## config.mk

```make
export PLATFORM = sky130hd
export DESIGN_NAME = acsd_decoder
export DESIGN_NICKNAME = d
export VERILOG_FILES = /design/src/rtl/acsd_pkg.sv /design/src/rtl/acsd_decoder.sv
export VERILOG_INCLUDE_DIRS = /design/src /design/src/rtl
export SDC_FILE = /design/constraint.sdc
export NUM_CORES = 1
export LEC_CHECK = 0
export ABC_AREA = 1
export BUFFER_PORTS_ARGS = -buffer_cell sky130_fd_sc_hd__buf_4
export CORE_MARGIN = 10
export CORE_UTILIZATION = 26
export CTS_CLUSTER_DIAMETER = 80
export DETAILED_ROUTE_END_ITERATION = 10
export GPL_TIMING_DRIVEN = 0
export PLACE_DENSITY_LB_ADDON = 0.3
export SLEW_MARGIN = 40
export SYNTH_ARGS = -nofsm -noshare
export SYNTH_HDL_FRONTEND = slang
export SYNTH_SLANG_ARGS = --single-unit
```

## constraint.sdc

```tcl
create_clock -name sys_clk -period 3.5 [get_ports sys_clk]
set_input_delay 0.175 -clock sys_clk [delete_from_list [all_inputs] [get_ports sys_clk]]
set_output_delay 0.175 -clock sys_clk [all_outputs]
set_load 0.02 [all_outputs]
```

## src/rtl/acsd_cfg.svh

```systemverilog
// Notes on behaviour
// - Every listed opcode is accepted, including identify ECh and queued DMA 60h, 61h.
// - Only taskfile parameters valid for the opcode are used; Y uses drive and head.
// - Drive-only commands take the drive bit and ignore the head bits.
// - Identify returns its sector with the same protocol as a PIO sector read.
// - Reserved bits and words of the identify block read as zero.
// - Identify word 5 reports 512 bytes per sector as 0200h.
// - Identify word 47 reports one sector per block, 8001h.
// - Identify word 75 reports queue depth 32 as 001Fh.
// - Identify word 63 flags MWDMA 0-2; upper byte shows the selected mode.
// - Current capacity: low word in word 57, high word in word 58.
// - Serial in words 10-19 right-justified; model in 27-46 left-justified, big-endian.
// - The SMART function is chosen only by the feature parameter.
// - SMART subcodes D0 D1 D2 D5 D6 D8 D9 DA E0 E1 are decoded.
// - Enable while already enabled changes nothing.
// - The SMART enable state is kept in non-volatile storage.
// - While disabled, all SMART subcommands except enable abort.
// - Disable stops SMART timers, counters, monitoring and saving.
// - Autosave with count 00h or F1h is a no-operation.
// - Read data with feature D0h returns one 512-byte structure.
// - SMART data starts with revision 0010h, then 12-byte attribute records; here every word after the revision reads as zero.
// - Return status loads 4Fh/C2h when healthy, loads F4h/2Ch on predicted defect.
// - An aborted command sets the abort flag, bit 2 of the error register.
`ifndef ACSD_CFG_SVH
`define ACSD_CFG_SVH
`define ACSD_OP_IDENTIFY   8'hec
`define ACSD_OP_SMART      8'hb0
`define ACSD_OP_FPDMA_RD   8'h60
`define ACSD_OP_FPDMA_WR   8'h61
`define ACSD_SM_READ_DATA  8'hd0
`define ACSD_SM_THRESH     8'hd1
`define ACSD_SM_AUTOSAVE   8'hd2
`define ACSD_SM_READ_LOG   8'hd5
`define ACSD_SM_WRITE_LOG  8'hd6
`define ACSD_SM_ENABLE     8'hd8
`define ACSD_SM_DISABLE    8'hd9
`define ACSD_SM_STATUS     8'hda
`define ACSD_SM_REMAP      8'he0
`define ACSD_SM_WEAR       8'he1
`define ACSD_SIG_LO        8'h4f
`define ACSD_SIG_HI        8'hc2
`define ACSD_BAD_LO        8'hf4
`define ACSD_BAD_HI        8'h2c
`define ACSD_AS_ON         8'h00
`define ACSD_AS_OFF        8'hf1
`define ACSD_ERR_ABORT_BIT 2
`define ACSD_W_BYTES_SEC   16'h0200
`define ACSD_W_MULTI       16'h8001
`define ACSD_W_QDEPTH      16'h001f
`define ACSD_W_MWDMA_SUP   8'h07
`define ACSD_W_INTEGRITY   8'ha5
`define ACSD_SMART_REV     16'h0010
`define ACSD_SEC_WORDS     9'd256
`define ACSD_ADDR_CMD      3'h0
`define ACSD_ADDR_FEAT     3'h1
`define ACSD_ADDR_COUNT    3'h2
`define ACSD_ADDR_SECT     3'h3
`define ACSD_ADDR_CYLLO    3'h4
`define ACSD_ADDR_CYLHI    3'h5
`define ACSD_ADDR_DRVHD    3'h6
`define ACSD_ADDR_STATUS   3'h7
`endif

```

## src/rtl/acsd_pkg.sv

```systemverilog
package acsd_pkg;
  typedef enum logic [1:0] {
    ACSD_IDLE = 2'b00,
    ACSD_DATA = 2'b01,
    ACSD_DONE = 2'b10
  } acsd_state_t;
  typedef enum logic [1:0] {
    ACSD_SRC_IDENT = 2'b00,
    ACSD_SRC_SMART = 2'b01,
    ACSD_SRC_ZERO  = 2'b10
  } acsd_src_t;
  typedef struct packed {
    logic [7:0] feature;
    logic [7:0] count;
    logic [7:0] sector;
    logic [7:0] cyl_lo;
    logic [7:0] cyl_hi;
    logic [7:0] drive_head;
  } acsd_taskfile_t;
  typedef struct packed {
    logic       busy;
    logic       drq;
    logic       err;
    logic [7:0] error;
  } acsd_status_t;
endpackage

```

## src/rtl/acsd_decoder.sv

```systemverilog
`timescale 1ns/10ps
`include "acsd_cfg.svh"
module acsd_decoder
  import acsd_pkg::*;
#(
  parameter logic [31:0]  CAPACITY     = 32'h0001_0000,
  parameter logic [159:0] SERIAL_STR   = "0000000000000001",
  parameter logic [319:0] MODEL_STR    = "SOLID STATE DISK",
  parameter logic [1:0]   MWDMA_MODE   = 2'd2,
  parameter logic [15:0]  CTRL_REV     = 16'h0100,
  parameter logic         SMART_NV_DEF = 1'b1
) (
  input  wire logic        sys_clk,
  input  wire logic        rst,
  input  wire logic        soft_rst,
  input  wire logic [2:0]  addr,
  input  wire logic [7:0]  wdata,
  input  wire logic        wr,
  input  wire logic        rd,
  output logic      [7:0]  rdata,
  input  wire logic        data_rd,
  output logic      [15:0] data_word,
  output logic             data_valid,
  input  wire logic        nv_smart_en,
  input  wire logic        nv_valid,
  output logic             nv_write,
  output logic             nv_smart_val,
  input  wire logic        defect_pred,
  output logic             smart_active,
  output logic      [3:0]  lba_head,
  output logic             drive_sel
);

  acsd_state_t    state;
  acsd_src_t      src;
  acsd_taskfile_t tf;
  acsd_status_t   st;
  logic [8:0]     word_idx;
  logic           smart_en;
  logic [7:0]     cyl_lo_out;
  logic [7:0]     cyl_hi_out;

  function automatic logic [15:0] str_word(input logic [319:0] s, input int n, input int len);
    logic [15:0] w;
    w = 16'h0000;
    if (n < len) begin
      w = s[(len - 1 - n) * 16 +: 16];
    end
    return w;
  endfunction

  // A model text shorter than its field is moved to the top, so it reads left-justified.
  function automatic logic [319:0] left_just(input logic [319:0] s);
    logic [319:0] r;
    r = s;
    for (int k = 0; k < 40; k++) begin
      if (r[319:312] == 8'h00) begin
        r = {r[311:0], 8'h00};
      end
    end
    return r;
  endfunction

  localparam logic [319:0] MODEL_LJ = left_just(MODEL_STR);

  function automatic logic op_known(input logic [7:0] op);
    logic k;
    case (op)
      8'he5, 8'h98, 8'h06, 8'h92, 8'h90, 8'he7, 8'hea, 8'hec, 8'he3, 8'h97,
      8'he1, 8'h95, 8'hde, 8'hdf, 8'h00, 8'he4, 8'hc8, 8'hc9, 8'h25, 8'h60,
      8'h2f, 8'hc4, 8'h29, 8'hf8, 8'h27, 8'h20, 8'h21, 8'h24, 8'h40, 8'h41,
      8'h42, 8'hf6, 8'hf3, 8'hf4, 8'hf5, 8'hf1, 8'hf2, 8'hef, 8'hf9, 8'h37,
      8'hc6, 8'he6, 8'h99, 8'hb0, 8'he2, 8'h96, 8'he0, 8'h94, 8'he8, 8'hca,
      8'hcb, 8'h35, 8'h61, 8'hc5, 8'h39, 8'h30, 8'h31, 8'h34, 8'h3c, 8'h50: k = 1'b1;
      default: k = (op[7:4] == 4'h1) || (op[7:4] == 4'h7);
    endcase
    return k;
  endfunction

  // drive/head marked Y: head bits are used.
  function automatic logic uses_head(input logic [7:0] op);
    logic h;
    case (op)
      8'h50, 8'hc8, 8'hc9, 8'h60, 8'hc4, 8'h20, 8'h21, 8'h40, 8'h41, 8'hf9,
      8'hca, 8'hcb, 8'hc5, 8'h30, 8'h31, 8'h3c: h = 1'b1;
      default: h = (op[7:4] == 4'h7);
    endcase
    return h;
  endfunction

  // Identify sector content, checksum excluded.
  function automatic logic [15:0] ident_word(input logic [7:0] i);
    logic [15:0] w;
    w = 16'h0000;
    if (i == 8'd5) begin
      w = `ACSD_W_BYTES_SEC;
    end else if (i >= 8'd10 && i <= 8'd19) begin
      w = str_word({160'h0, SERIAL_STR}, int'(i) - 10, 10);
    end else if (i >= 8'd27 && i <= 8'd46) begin
      w = str_word(MODEL_LJ, int'(i) - 27, 20);
    end else if (i == 8'd47) begin
      w = `ACSD_W_MULTI;
    end else if (i == 8'd57) begin
      w = CAPACITY[15:0];
    end else if (i == 8'd58) begin
      w = CAPACITY[31:16];
    end else if (i == 8'd63) begin
      w = {8'(8'h01 << MWDMA_MODE), `ACSD_W_MWDMA_SUP};
    end else if (i == 8'd75) begin
      w = `ACSD_W_QDEPTH;
    end else if (i == 8'd159) begin
      // Controller revision value is arbitrary.
      w = CTRL_REV;
    end else if (i == 8'd255) begin
      w = {8'h00, `ACSD_W_INTEGRITY};
    end
    return w;
  endfunction

  function automatic logic [7:0] ident_sum();
    logic [7:0] s;
    logic [15:0] w;
    s = 8'h00;
    for (int j = 0; j < 256; j++) begin
      w = ident_word(8'(j));
      s = 8'(s + w[15:8] + w[7:0]);
    end
    return s;
  endfunction

  // checksum byte making the sector sum zero.
  localparam logic [7:0] IDENT_CSUM = 8'(8'h00 - ident_sum());

  wire        cmd_wr     = wr && (addr == `ACSD_ADDR_CMD) && (state == ACSD_IDLE);
  wire        is_smart   = (wdata == `ACSD_OP_SMART);
  wire        is_ident   = (wdata == `ACSD_OP_IDENTIFY);
  wire        is_known   = op_known(wdata);
  // SMART function chosen from the feature parameter only.
  wire [7:0]  sub        = tf.feature;
  wire        sub_ok     = (sub == `ACSD_SM_READ_DATA) || (sub == `ACSD_SM_THRESH) ||
                           (sub == `ACSD_SM_AUTOSAVE) || (sub == `ACSD_SM_READ_LOG) ||
                           (sub == `ACSD_SM_WRITE_LOG) || (sub == `ACSD_SM_ENABLE) ||
                           (sub == `ACSD_SM_DISABLE) || (sub == `ACSD_SM_STATUS) ||
                           (sub == `ACSD_SM_REMAP) || (sub == `ACSD_SM_WEAR);
  // autosave takes only 00h or F1h.
  wire        as_ok      = (tf.count == `ACSD_AS_ON) || (tf.count == `ACSD_AS_OFF);
  // disabled SMART aborts all but enable.
  wire        smart_abort_flag = !sub_ok || (!smart_en && sub != `ACSD_SM_ENABLE) ||
                           (sub == `ACSD_SM_AUTOSAVE && !as_ok);
  wire        smart_xfer = (sub == `ACSD_SM_READ_DATA);
  // unknown opcode aborts with no data phase.
  wire        abort_now  = !is_known || (is_smart && smart_abort_flag);
  wire        start_data = !abort_now && (is_ident || (is_smart && smart_xfer));
  // The word after a taken one is fetched at once, so a held take strobe never repeats a word.
  wire        word_take  = data_rd && data_valid;
  wire [8:0]  fetch_idx  = word_take ? 9'(word_idx + 9'd1) : word_idx;
  wire [15:0] smart_word = (fetch_idx == 9'd0) ? `ACSD_SMART_REV : 16'h0000;
  wire [15:0] id_word    = (fetch_idx == 9'd255) ? {IDENT_CSUM, `ACSD_W_INTEGRITY}
                                                 : ident_word(fetch_idx[7:0]);
  wire [15:0] next_word  = (src == ACSD_SRC_IDENT) ? id_word :
                           (src == ACSD_SRC_SMART) ? smart_word : 16'h0000;
  wire [7:0]  status_rd  = {st.busy, !st.busy, 1'b0, !st.busy, st.drq, 2'b00, st.err};
  wire [7:0]  next_rdata = (addr == `ACSD_ADDR_STATUS) ? status_rd :
                           (addr == `ACSD_ADDR_CMD)    ? st.error :
                           (addr == `ACSD_ADDR_FEAT)   ? tf.feature :
                           (addr == `ACSD_ADDR_COUNT)  ? tf.count :
                           (addr == `ACSD_ADDR_SECT)   ? tf.sector :
                           (addr == `ACSD_ADDR_CYLLO)  ? cyl_lo_out :
                           (addr == `ACSD_ADDR_CYLHI)  ? cyl_hi_out :
                                                         tf.drive_head;
  wire        rst_any    = rst || soft_rst;

  always_ff @(posedge sys_clk or posedge rst) begin
    if (rst) begin
      tf <= '0;
    end else if (wr && state == ACSD_IDLE) begin
      if (addr == `ACSD_ADDR_FEAT) tf.feature <= wdata;
      if (addr == `ACSD_ADDR_COUNT) tf.count <= wdata;
      if (addr == `ACSD_ADDR_SECT) tf.sector <= wdata;
      if (addr == `ACSD_ADDR_CYLLO) tf.cyl_lo <= wdata;
      if (addr == `ACSD_ADDR_CYLHI) tf.cyl_hi <= wdata;
      if (addr == `ACSD_ADDR_DRVHD) tf.drive_head <= wdata;
    end
  end

  always_ff @(posedge sys_clk or posedge rst) begin
    if (rst) begin
      rdata <= 8'h00;
    end else begin
      rdata <= rd ? next_rdata : 8'h00;
    end
  end

  // enable state loaded from and saved to non-volatile storage.
  always_ff @(posedge sys_clk or posedge rst) begin
    if (rst) begin
      smart_en     <= SMART_NV_DEF;
      nv_write     <= 1'b0;
      nv_smart_val <= SMART_NV_DEF;
    end else begin
      nv_write <= 1'b0;
      if (nv_valid) begin
        smart_en <= nv_smart_en;
      end else if (cmd_wr && is_smart && !smart_abort_flag) begin
        // repeated enable has no side effect.
        if (sub == `ACSD_SM_ENABLE && !smart_en) begin
          smart_en     <= 1'b1;
          nv_write     <= 1'b1;
          nv_smart_val <= 1'b1;
        end else if (sub == `ACSD_SM_DISABLE) begin
          smart_en     <= 1'b0;
          nv_write     <= smart_en;
          nv_smart_val <= 1'b0;
        end
      end
    end
  end

  always_ff @(posedge sys_clk or posedge rst) begin
    if (rst) begin
      smart_active <= 1'b0;
    end else begin
      smart_active <= smart_en;
    end
  end

  always_ff @(posedge sys_clk or posedge rst) begin
    if (rst) begin
      lba_head  <= 4'h0;
      drive_sel <= 1'b0;
    end else if (cmd_wr && is_known) begin
      lba_head  <= uses_head(wdata) ? tf.drive_head[3:0] : 4'h0;
      drive_sel <= tf.drive_head[4];
    end
  end

  always_ff @(posedge sys_clk or posedge rst) begin
    if (rst) begin
      state      <= ACSD_IDLE;
      src        <= ACSD_SRC_ZERO;
      st         <= '0;
      word_idx   <= 9'd0;
      data_word  <= 16'h0000;
      data_valid <= 1'b0;
      cyl_lo_out <= 8'h00;
      cyl_hi_out <= 8'h00;
    end else if (soft_rst) begin
      state      <= ACSD_IDLE;
      st         <= '0;
      data_valid <= 1'b0;
    end else begin
      case (state)
        ACSD_IDLE: begin
          // Cylinder reads echo host writes until a status command loads its signature.
          if (wr && addr == `ACSD_ADDR_CYLLO) cyl_lo_out <= wdata;
          if (wr && addr == `ACSD_ADDR_CYLHI) cyl_hi_out <= wdata;
          if (cmd_wr) begin
            st.busy  <= 1'b1;
            st.err   <= abort_now;
            // abort flag in error bit 2.
            st.error <= abort_now ? 8'(1 << `ACSD_ERR_ABORT_BIT) : 8'h00;
            word_idx <= 9'd0;
            src      <= is_ident ? ACSD_SRC_IDENT : ACSD_SRC_SMART;
            state    <= start_data ? ACSD_DATA : ACSD_DONE;
            if (is_smart && !smart_abort_flag && sub == `ACSD_SM_STATUS) begin
              cyl_lo_out <= defect_pred ? `ACSD_BAD_LO : `ACSD_SIG_LO;
              cyl_hi_out <= defect_pred ? `ACSD_BAD_HI : `ACSD_SIG_HI;
            end
          end
        end
        ACSD_DATA: begin
          // PIO read style: DRQ set, one word per host read.
          st.busy    <= 1'b0;
          st.drq     <= 1'b1;
          data_valid <= 1'b1;
          data_word  <= next_word;
          if (data_rd && data_valid) begin
            if (word_idx == `ACSD_SEC_WORDS - 9'd1) begin
              state      <= ACSD_DONE;
              data_valid <= 1'b0;
              st.drq     <= 1'b0;
            end else begin
              word_idx <= 9'(word_idx + 9'd1);
            end
          end
        end
        default: begin
          st.busy <= 1'b0;
          st.drq  <= 1'b0;
          state   <= ACSD_IDLE;
        end
      endcase
    end
  end

  chk_abort_flag: assert property (@(posedge sys_clk) disable iff (rst_any)
    (cmd_wr && !is_known) |=> (st.error[2] && st.err && state == ACSD_DONE))
    else $error("unknown opcode not aborted");
  chk_no_data_abort: assert property (@(posedge sys_clk) disable iff (rst_any)
    (cmd_wr && !is_known) |=> ##1 !data_valid)
    else $error("aborted command entered data phase");
  chk_smart_gate: assert property (@(posedge sys_clk) disable iff (rst_any)
    (cmd_wr && is_smart && !smart_en && sub != `ACSD_SM_ENABLE) |=> st.error[2])
    else $error("SMART accepted while disabled");
  chk_enable_quiet: assert property (@(posedge sys_clk) disable iff (rst_any)
    (cmd_wr && is_smart && smart_en && sub == `ACSD_SM_ENABLE && !nv_valid)
    |=> (!nv_write && smart_en))
    else $error("repeated enable had side effect");
  chk_disable_stop: assert property (@(posedge sys_clk) disable iff (rst_any)
    (cmd_wr && is_smart && smart_en && sub == `ACSD_SM_DISABLE && !nv_valid)
    |=> ##1 !smart_active)
    else $error("monitoring not stopped");
  chk_status_sig: assert property (@(posedge sys_clk) disable iff (rst_any)
    (cmd_wr && is_smart && smart_en && sub == `ACSD_SM_STATUS && defect_pred)
    |=> (cyl_lo_out == `ACSD_BAD_LO && cyl_hi_out == `ACSD_BAD_HI))
    else $error("defect signature wrong");
  chk_ident_start: assert property (@(posedge sys_clk) disable iff (rst_any)
    (cmd_wr && is_ident) |=> ##1 (data_valid && data_word == 16'h0000 && st.drq))
    else $error("identify data phase did not start");
  chk_head_mask: assert property (@(posedge sys_clk) disable iff (rst_any)
    (cmd_wr && is_known && !uses_head(wdata)) |=> (lba_head == 4'h0))
    else $error("head bits used for drive-only command");
  chk_autosave_nop: assert property (@(posedge sys_clk) disable iff (rst_any)
    (cmd_wr && is_smart && smart_en && sub == `ACSD_SM_AUTOSAVE && as_ok)
    |=> (!st.err && state == ACSD_DONE && $stable(smart_en)))
    else $error("autosave not a plain no-op");

  cov_identify: cover property (@(posedge sys_clk) disable iff (rst_any) cmd_wr && is_ident);
  cov_smart_read: cover property (@(posedge sys_clk) disable iff (rst_any)
    cmd_wr && is_smart && sub == `ACSD_SM_READ_DATA && smart_en);
  cov_disable: cover property (@(posedge sys_clk) disable iff (rst_any)
    cmd_wr && is_smart && sub == `ACSD_SM_DISABLE);
  cov_bad_op: cover property (@(posedge sys_clk) disable iff (rst_any) cmd_wr && !is_known);

endmodule

```

==> impl_metrics.ini, run 1 <==
[status]
status = finished clean

[job]
maxCapViolations = 0

[setup_path]
r2r-end = data_word[1]$_DFFE_PP0P_
arrival_ns = 3.50
rrSetupSlack_ns = 0.24
critPathLaunchType = flop
cp.required_ns = 3.74
r2r_cells = 22
path_class = flop to flop
end_kind = flop
crit_fanout = 5
rr_startpoint = word_idx[1]$_DFFE_PP0P_

[finish]
final_common_cell = nand2_1
syn2layout_area_growth_pct = 18.8
final_nets = 1025
n_antenna_cell = 0
final_cell_mix = 249 x nand2_1, 102 x inv_1, 95 x o21ai_0, 93 x dfrtp_1, 75 x nor2_1
fin_util = 0.312
drive_above_1_share = 0.179
fillerInstances = 2791

[die]
die_area_mm2 = 0.0322
core-area_mm2 = 0.0251
initial_core_util = 0.263
die_h_um = 179
rows = 58
top_level_ports = 53
die_x_um = 179

[hold_path]
worstHoldPathCells = 2
hp-start = nv_valid
hp-class = input pin to flop
holdPathEnd = nv_write$_DFF_PP0_

[clock_network]
cts.sinks = 98
root_buffer = clkbuf_16
h-tree-depth = 3
clk_latency_ns = 0.35
clk_pin_slew_worst_paths_ns = 0.07
clk_path_buf_depth = 2
cts_buffers = 9
cts_tree = built

[power]
switching_share = 0.340
clkPwrFrac = 0.315
share_comb_of_total_power = 0.261
irDropWorstVdd_v = 0.000201
p_per_area_mw_per_mm2 = 421
power_switching_mw = 1.12
leakage_nw = 3.84
seqPwrFrac = 0.424
fin_total_pwr_mw = 3.30
p_int_mw = 2.18

[sta]
drv_slew = 0
max_slew_margin = 0.502
grt_setup_unrepaired = no
finalHoldViolations = 0
finalCritPeriodShare = 0.930
period_minus_slack_ns = 3.26
tightest_slew_ns = 0.742
clock_skew_ns = 0.00868
fmax_ghz = 0.307
setup_slack_ns = 0.244
setup_violations = 0

[grt]
grt_max_degree = 61
grt_util_met2 = 0.197
gr-usage-all-layers = 0.124
antenna_found_initial = 0
grt_pass1_wl_mm = 31.9
grt_pass1_vias = 6183
grt_overflow = 0
met1_usage = 0.165
grt-busiest-layer = met2
use_met3 = 0.0200

[yosys]
synth_compound_area_frac = 0.171
synth_cell_types = 65
ys_seq_elements = 98
synth_xor_xnor_area_share = 0.00133
synth_mux_area_frac = 0.00626
yosysWarnings = 0
syn_inst = 921
synth_edf_count = 0
synth_area_mm2 = 0.00660
synthAdderAreaFrac = 0.0190
synth_top_family_by_area = simple AND/OR/NAND/NOR gates
synth_nets = 951
synthSimpleGateAreaFrac = 0.345
ys_async_sr_fraction = 1.00
post_synth.cell_area_avg_um2 = 7.16
ys_seq_area_frac = 0.372
synth_flop_cell = dfrtp_1

[drt]
dr_total_vias = 6279
wirelength_mm = 19.6
dr.pass1.iters = 8
first_iter_violations = 394
final_antenna_net_count = 0
drc_errors = 0
routed_via_density = 4.72
wire_per_inst_um = 14.7

[placed_design]
place_congestion = 0.871
hpwl_mm = 15.0
dp_slack_ns = 0.134
io_buffers = 52
[routing by layer]
layer / up-vias / share of wire
met5: - / 0
met4: 0 / 0.022
met3: 38 / 0.042
met2: 152 / 0.45
met1: 2894 / 0.48
li1: 3195 / -
[worst max-delay path, stage by stage, from the launching register on]
cell and delay [ns]:
dfrtp_2 0.43, ha_2 0.20, nand2_2 0.10, nand3_2 0.13, nand2_4 0.13, inv_2 0.07
ha_1 0.23, nand3_1 0.11, nand3_2 0.11, inv_1 0.08, nand2_1 0.06, and2_1 0.16
ha_1 0.18, inv_1 0.07, nand3_2 0.10, nand2_4 0.09, inv_2 0.05, nand2_1 0.06
nand2_2 0.08, a31oi_1 0.32, nor3_1 0.10, o21ai_1 0.20, nand2_1 0.07
[state kept, by name, indices dropped and copies added (netlist names)]
name / count
state: 2
lba_head: 4
sub: 8
nv_smart_val: 1
smart_en: 1
tf: 24
data_word: 16
src: 2
nv_write: 1
smart_active: 1
drive_sel: 1
data_valid: 1
word_idx: 9
cyl_lo_out: 8
st: 3
cyl_hi_out: 8
rdata: 8
[metrics by stage]
stage / instances / hold slack [ns] / cell area [um^2] / setup TNS [ns]
global placement: 1303 / 0.383 / 7400 / -60.69
CTS: 1320 / 0.00998 / 7750 / 0
detailed placement: 1304 / 0.171 / 7440 / 0
global route: 1329 / 0.0152 / 7840 / 0
finish: 1329 / 0.0201 / 7840 / 0
floorplan: 921 / 0.248 / 6600 / 0
[layout make-up]
cell class,count,area [um^2],share of cell area
multi-input combinational,683,3600,0.459
sequential,98,2460,0.314
timing repair buffer,63,495,0.0632
inverter,123,487,0.0621
tap,330,413,0.0527
clock buffer,11,253,0.0322
buffer,17,82.6,0.0105
clock inverter,4,51.3,0.00654
[logic make-up (layout without fill, tap and decap cells)]
group	Yosys count	in the layout
XOR/XNOR	1	1
multiplexers	4	4
buffers and inverters	140	218
adder cells (fa/ha/maj)	10	10
AO/OA/AOI/OAI	191	191
flip-flops	98	98
AND/OR/NAND/NOR	477	477
[power by group through the flow]
stage / Clock, mW / Combinational (mW) / Sequential [mW]
after detailed placement: 0 / 0.854 / 1.42
after floorplan: 0 / 0.604 / 1.41
final: 1.04 / 0.862 / 1.40
after CTS: 1.07 / 0.858 / 1.40
after global routing: 1.11 / 0.981 / 1.42
after global placement: 0 / 0.845 / 1.42
[worst max path at each step]
| stage | end | slack (ns) | startpoint | cells past startpoint |
|---|---|---|---|---|
| floorplan | data_word[0]$_DFFE_PP0P_ | 0.59 | data_valid$_DFFE_PP0P_ | 27 |
| global placement | smart_active$_DFF_PP0_ | -0.65 | rst | 2 |
| detailed placement | data_word[1]$_DFFE_PP0P_ | 0.13 | word_idx[1]$_DFFE_PP0P_ | 23 |
| CTS | data_word[1]$_DFFE_PP0P_ | 0.11 | word_idx[1]$_DFFE_PP0P_ | 23 |
| global route | data_word[8]$_DFFE_PP0P_ | 0.004 | data_valid$_DFFE_PP0P_ | 25 |
| finish | data_word[1]$_DFFE_PP0P_ | 0.24 | word_idx[1]$_DFFE_PP0P_ | 22 |
[cell usage after synthesis (5+ instances only)]
library cell,number,share of area
nand2_2,20,0.019
inv_1,104,0.059
nand4_1,14,0.013
nor3_1,13,0.0099
clkbuf_1,12,0.0068
o22ai_1,7,0.0066
nand3_1,55,0.042
o21ai_0,95,0.072
nor2_4,5,0.0085
o21ai_1,11,0.0083
dfrtp_1,95,0.36
a21oi_1,28,0.021
nand3_2,8,0.012
nand2_4,15,0.026
inv_2,12,0.0068
a31oi_1,6,0.0057
nand2_1,249,0.14
ha_1,10,0.019
nor2_1,75,0.043
o211ai_1,15,0.017
[timing repair]
item	in CTS	in global routing
hold endpoints to repair	37	0
hold buffers	1	0
setup endpoints to repair	0	11
resized for setup	0	6
setup buffers	0	9
Power figures use the tool's default switching activity.
==> run 2, diff against run 1 <==
Settings changed: GPL_TIMING_DRIVEN 0 to not set.
==> impl_metrics.ini, run 2 (same netlist as run 1, synthesis figures left out) <==
[status]
status = finished clean

[job]
maxCapViolations = 0

[drt]
routed_via_density = 4.77
wirelength_mm = 19.8
final_antenna_net_count = 0
wire_per_inst_um = 15.0
dr_total_vias = 6291
drc_errors = 0
first_iter_violations = 562
dr.pass1.iters = 5

[setup_path]
cp.required_ns = 3.80
crit_fanout = 6
arrival_ns = 3.50
rrSetupSlack_ns = 0.30
critPathLaunchType = flop
end_kind = flop
path_class = flop to flop

[sta]
setup_slack_ns = 0.300
hold_slack_ns = 0.0204
drv_slew = 0
finalSetupTns_ns = 0
fmax_ghz = 0.313
max_slew_margin = 0.468
finalHoldViolations = 0
setup_violations = 0
grt_setup_unrepaired = no
period_minus_slack_ns = 3.20
finalCritPeriodShare = 0.914
clock_skew_ns = 0.0109
tightest_slew_ns = 0.792

[finish]
seq_area_mm2 = 0.00246
final_common_cell = nand2_1
syn2layout_area_growth_pct = 18.2
design_area_mm2 = 0.00780
drive_above_1_share = 0.181
largestRegisters = tf: 24 flops, data_word: 16 flops, word_idx: 9 flops
fillerInstances = 2772
final_nets = 1014
finalNonFillerCells = 1319
n_antenna_cell = 0
fin_util = 0.311
final_cell_mix = 249 x nand2_1, 103 x inv_1, 95 x o21ai_0, 93 x dfrtp_1, 75 x nor2_1
regMostFlops = tf
largest_register_ffs = 24
multi_input_area_mm2 = 0.00359

[hold_path]
hp-class = input pin to flop

[clock_network]
clk_latency_ns = 0.36
cts_tree = built
clk_pin_slew_worst_paths_ns = 0.07
root_buffer = clkbuf_16
clk_path_buf_depth = 2
cts_buffers = 9
cts.sinks = 98
h-tree-depth = 3

[placed_design]
dp_slack_ns = 0.166
hpwl_mm = 15.0
placed_area_mm2 = 0.00742
dp_cells = 1299
place_congestion = 0.963
io_buffers = 52

[die]
rows = 58
core-area_mm2 = 0.0251
top_level_ports = 53
initial_core_util = 0.263
die_area_mm2 = 0.0322
die_h_um = 179
die_x_um = 179

[grt]
grt_overflow = 0
grt_pass1_wl_mm = 32.1
grt_max_degree = 61
grt_pass1_vias = 5965
antenna_found_initial = 0
gr-usage-all-layers = 0.125

[power]
leakage_nw = 3.83
p_per_area_mw_per_mm2 = 437
irDropWorstVdd_v = 0.000217
fin_total_pwr_mw = 3.41
-- run 2: cell types whose count changed in the layout (fill, tap and decap cells not counted), sizes merged --
cell,before,now
clkbuf,24,11
bufinv,1,2
buf,66,68
-- run 2: path summary, 6_finish.rpt --
| check | cells past startpoint | endpoint | from |
|---|---|---|---|
| setup / recovery | 27 | data_word[0]$_DFFE_PP0P_ | word_idx[1]$_DFFE_PP0P_ |
| hold / removal | 2 | nv_write$_DFF_PP0_ | nv_valid |
| setup reg to reg | 27 | data_word[0]$_DFFE_PP0P_ | word_idx[1]$_DFFE_PP0P_ |
| hold reg to reg | 0 | smart_active$_DFF_PP0_ | smart_en$_DFFE_PP1P_ |
| max in group asynchronous | 4 | src[1]$_DFFE_PP1P_ | rst |
| min in group asynchronous | 3 | word_idx[4]$_DFFE_PP0P_ | rst |
-- run 2: final cells by class --
cell class                      instances  area share
Clock buffer                           11      0.0324
Clock inverter                          5      0.0109
Inverter                              123      0.0619
Multi-Input combinational cell        683       0.460
Sequential cell                        98       0.315
Tap cell                              330      0.0529
Timing Repair Buffer                   69      0.0667
-- run 2: power breakdown --
part	switching (mW)	internal, mW
registers	0.120	1.28
logic	0.556	0.308
clock network	0.475	0.670
-- run 2: critical path, stage by stage (launching register included) --
cell     delay (ns)
dfrtp_2        0.44
ha_1           0.23
nand2_2        0.11
nand3_2        0.13
nand2_4        0.13
inv_2          0.07
ha_1           0.22
nand3_1        0.10
nand3_2        0.11
inv_1          0.07
nand2_1        0.06
and2_1         0.16
ha_1           0.18
inv_1          0.06
nand3_2        0.11
nand2_4        0.09
inv_2          0.05
nand2_4        0.06
nand2_4        0.06
nor2_4         0.10
nand2_1        0.06
nand2_1        0.07
nand2_2        0.06
o21ai_2        0.15
nand2_1        0.07
nand2_1        0.06
nand3_1        0.06
nand2_1        0.07
-- run 2: repair_timing --
action / in CTS / in global routing
hold endpoints to repair: 1 / 0
setup buffers: 0 / 3
hold buffers: 1 / 0
setup endpoints to repair: 0 / 11
gates resized for setup: 0 / 3
-- run 2: routing by layer --
metal | GRT usage | wire length, um
met1 | 0.171 | 9250
met2 | 0.195 | 9100
met3 | 0.0240 | 1000
met4 | 0.0400 | 431
met5 | 0 | 0
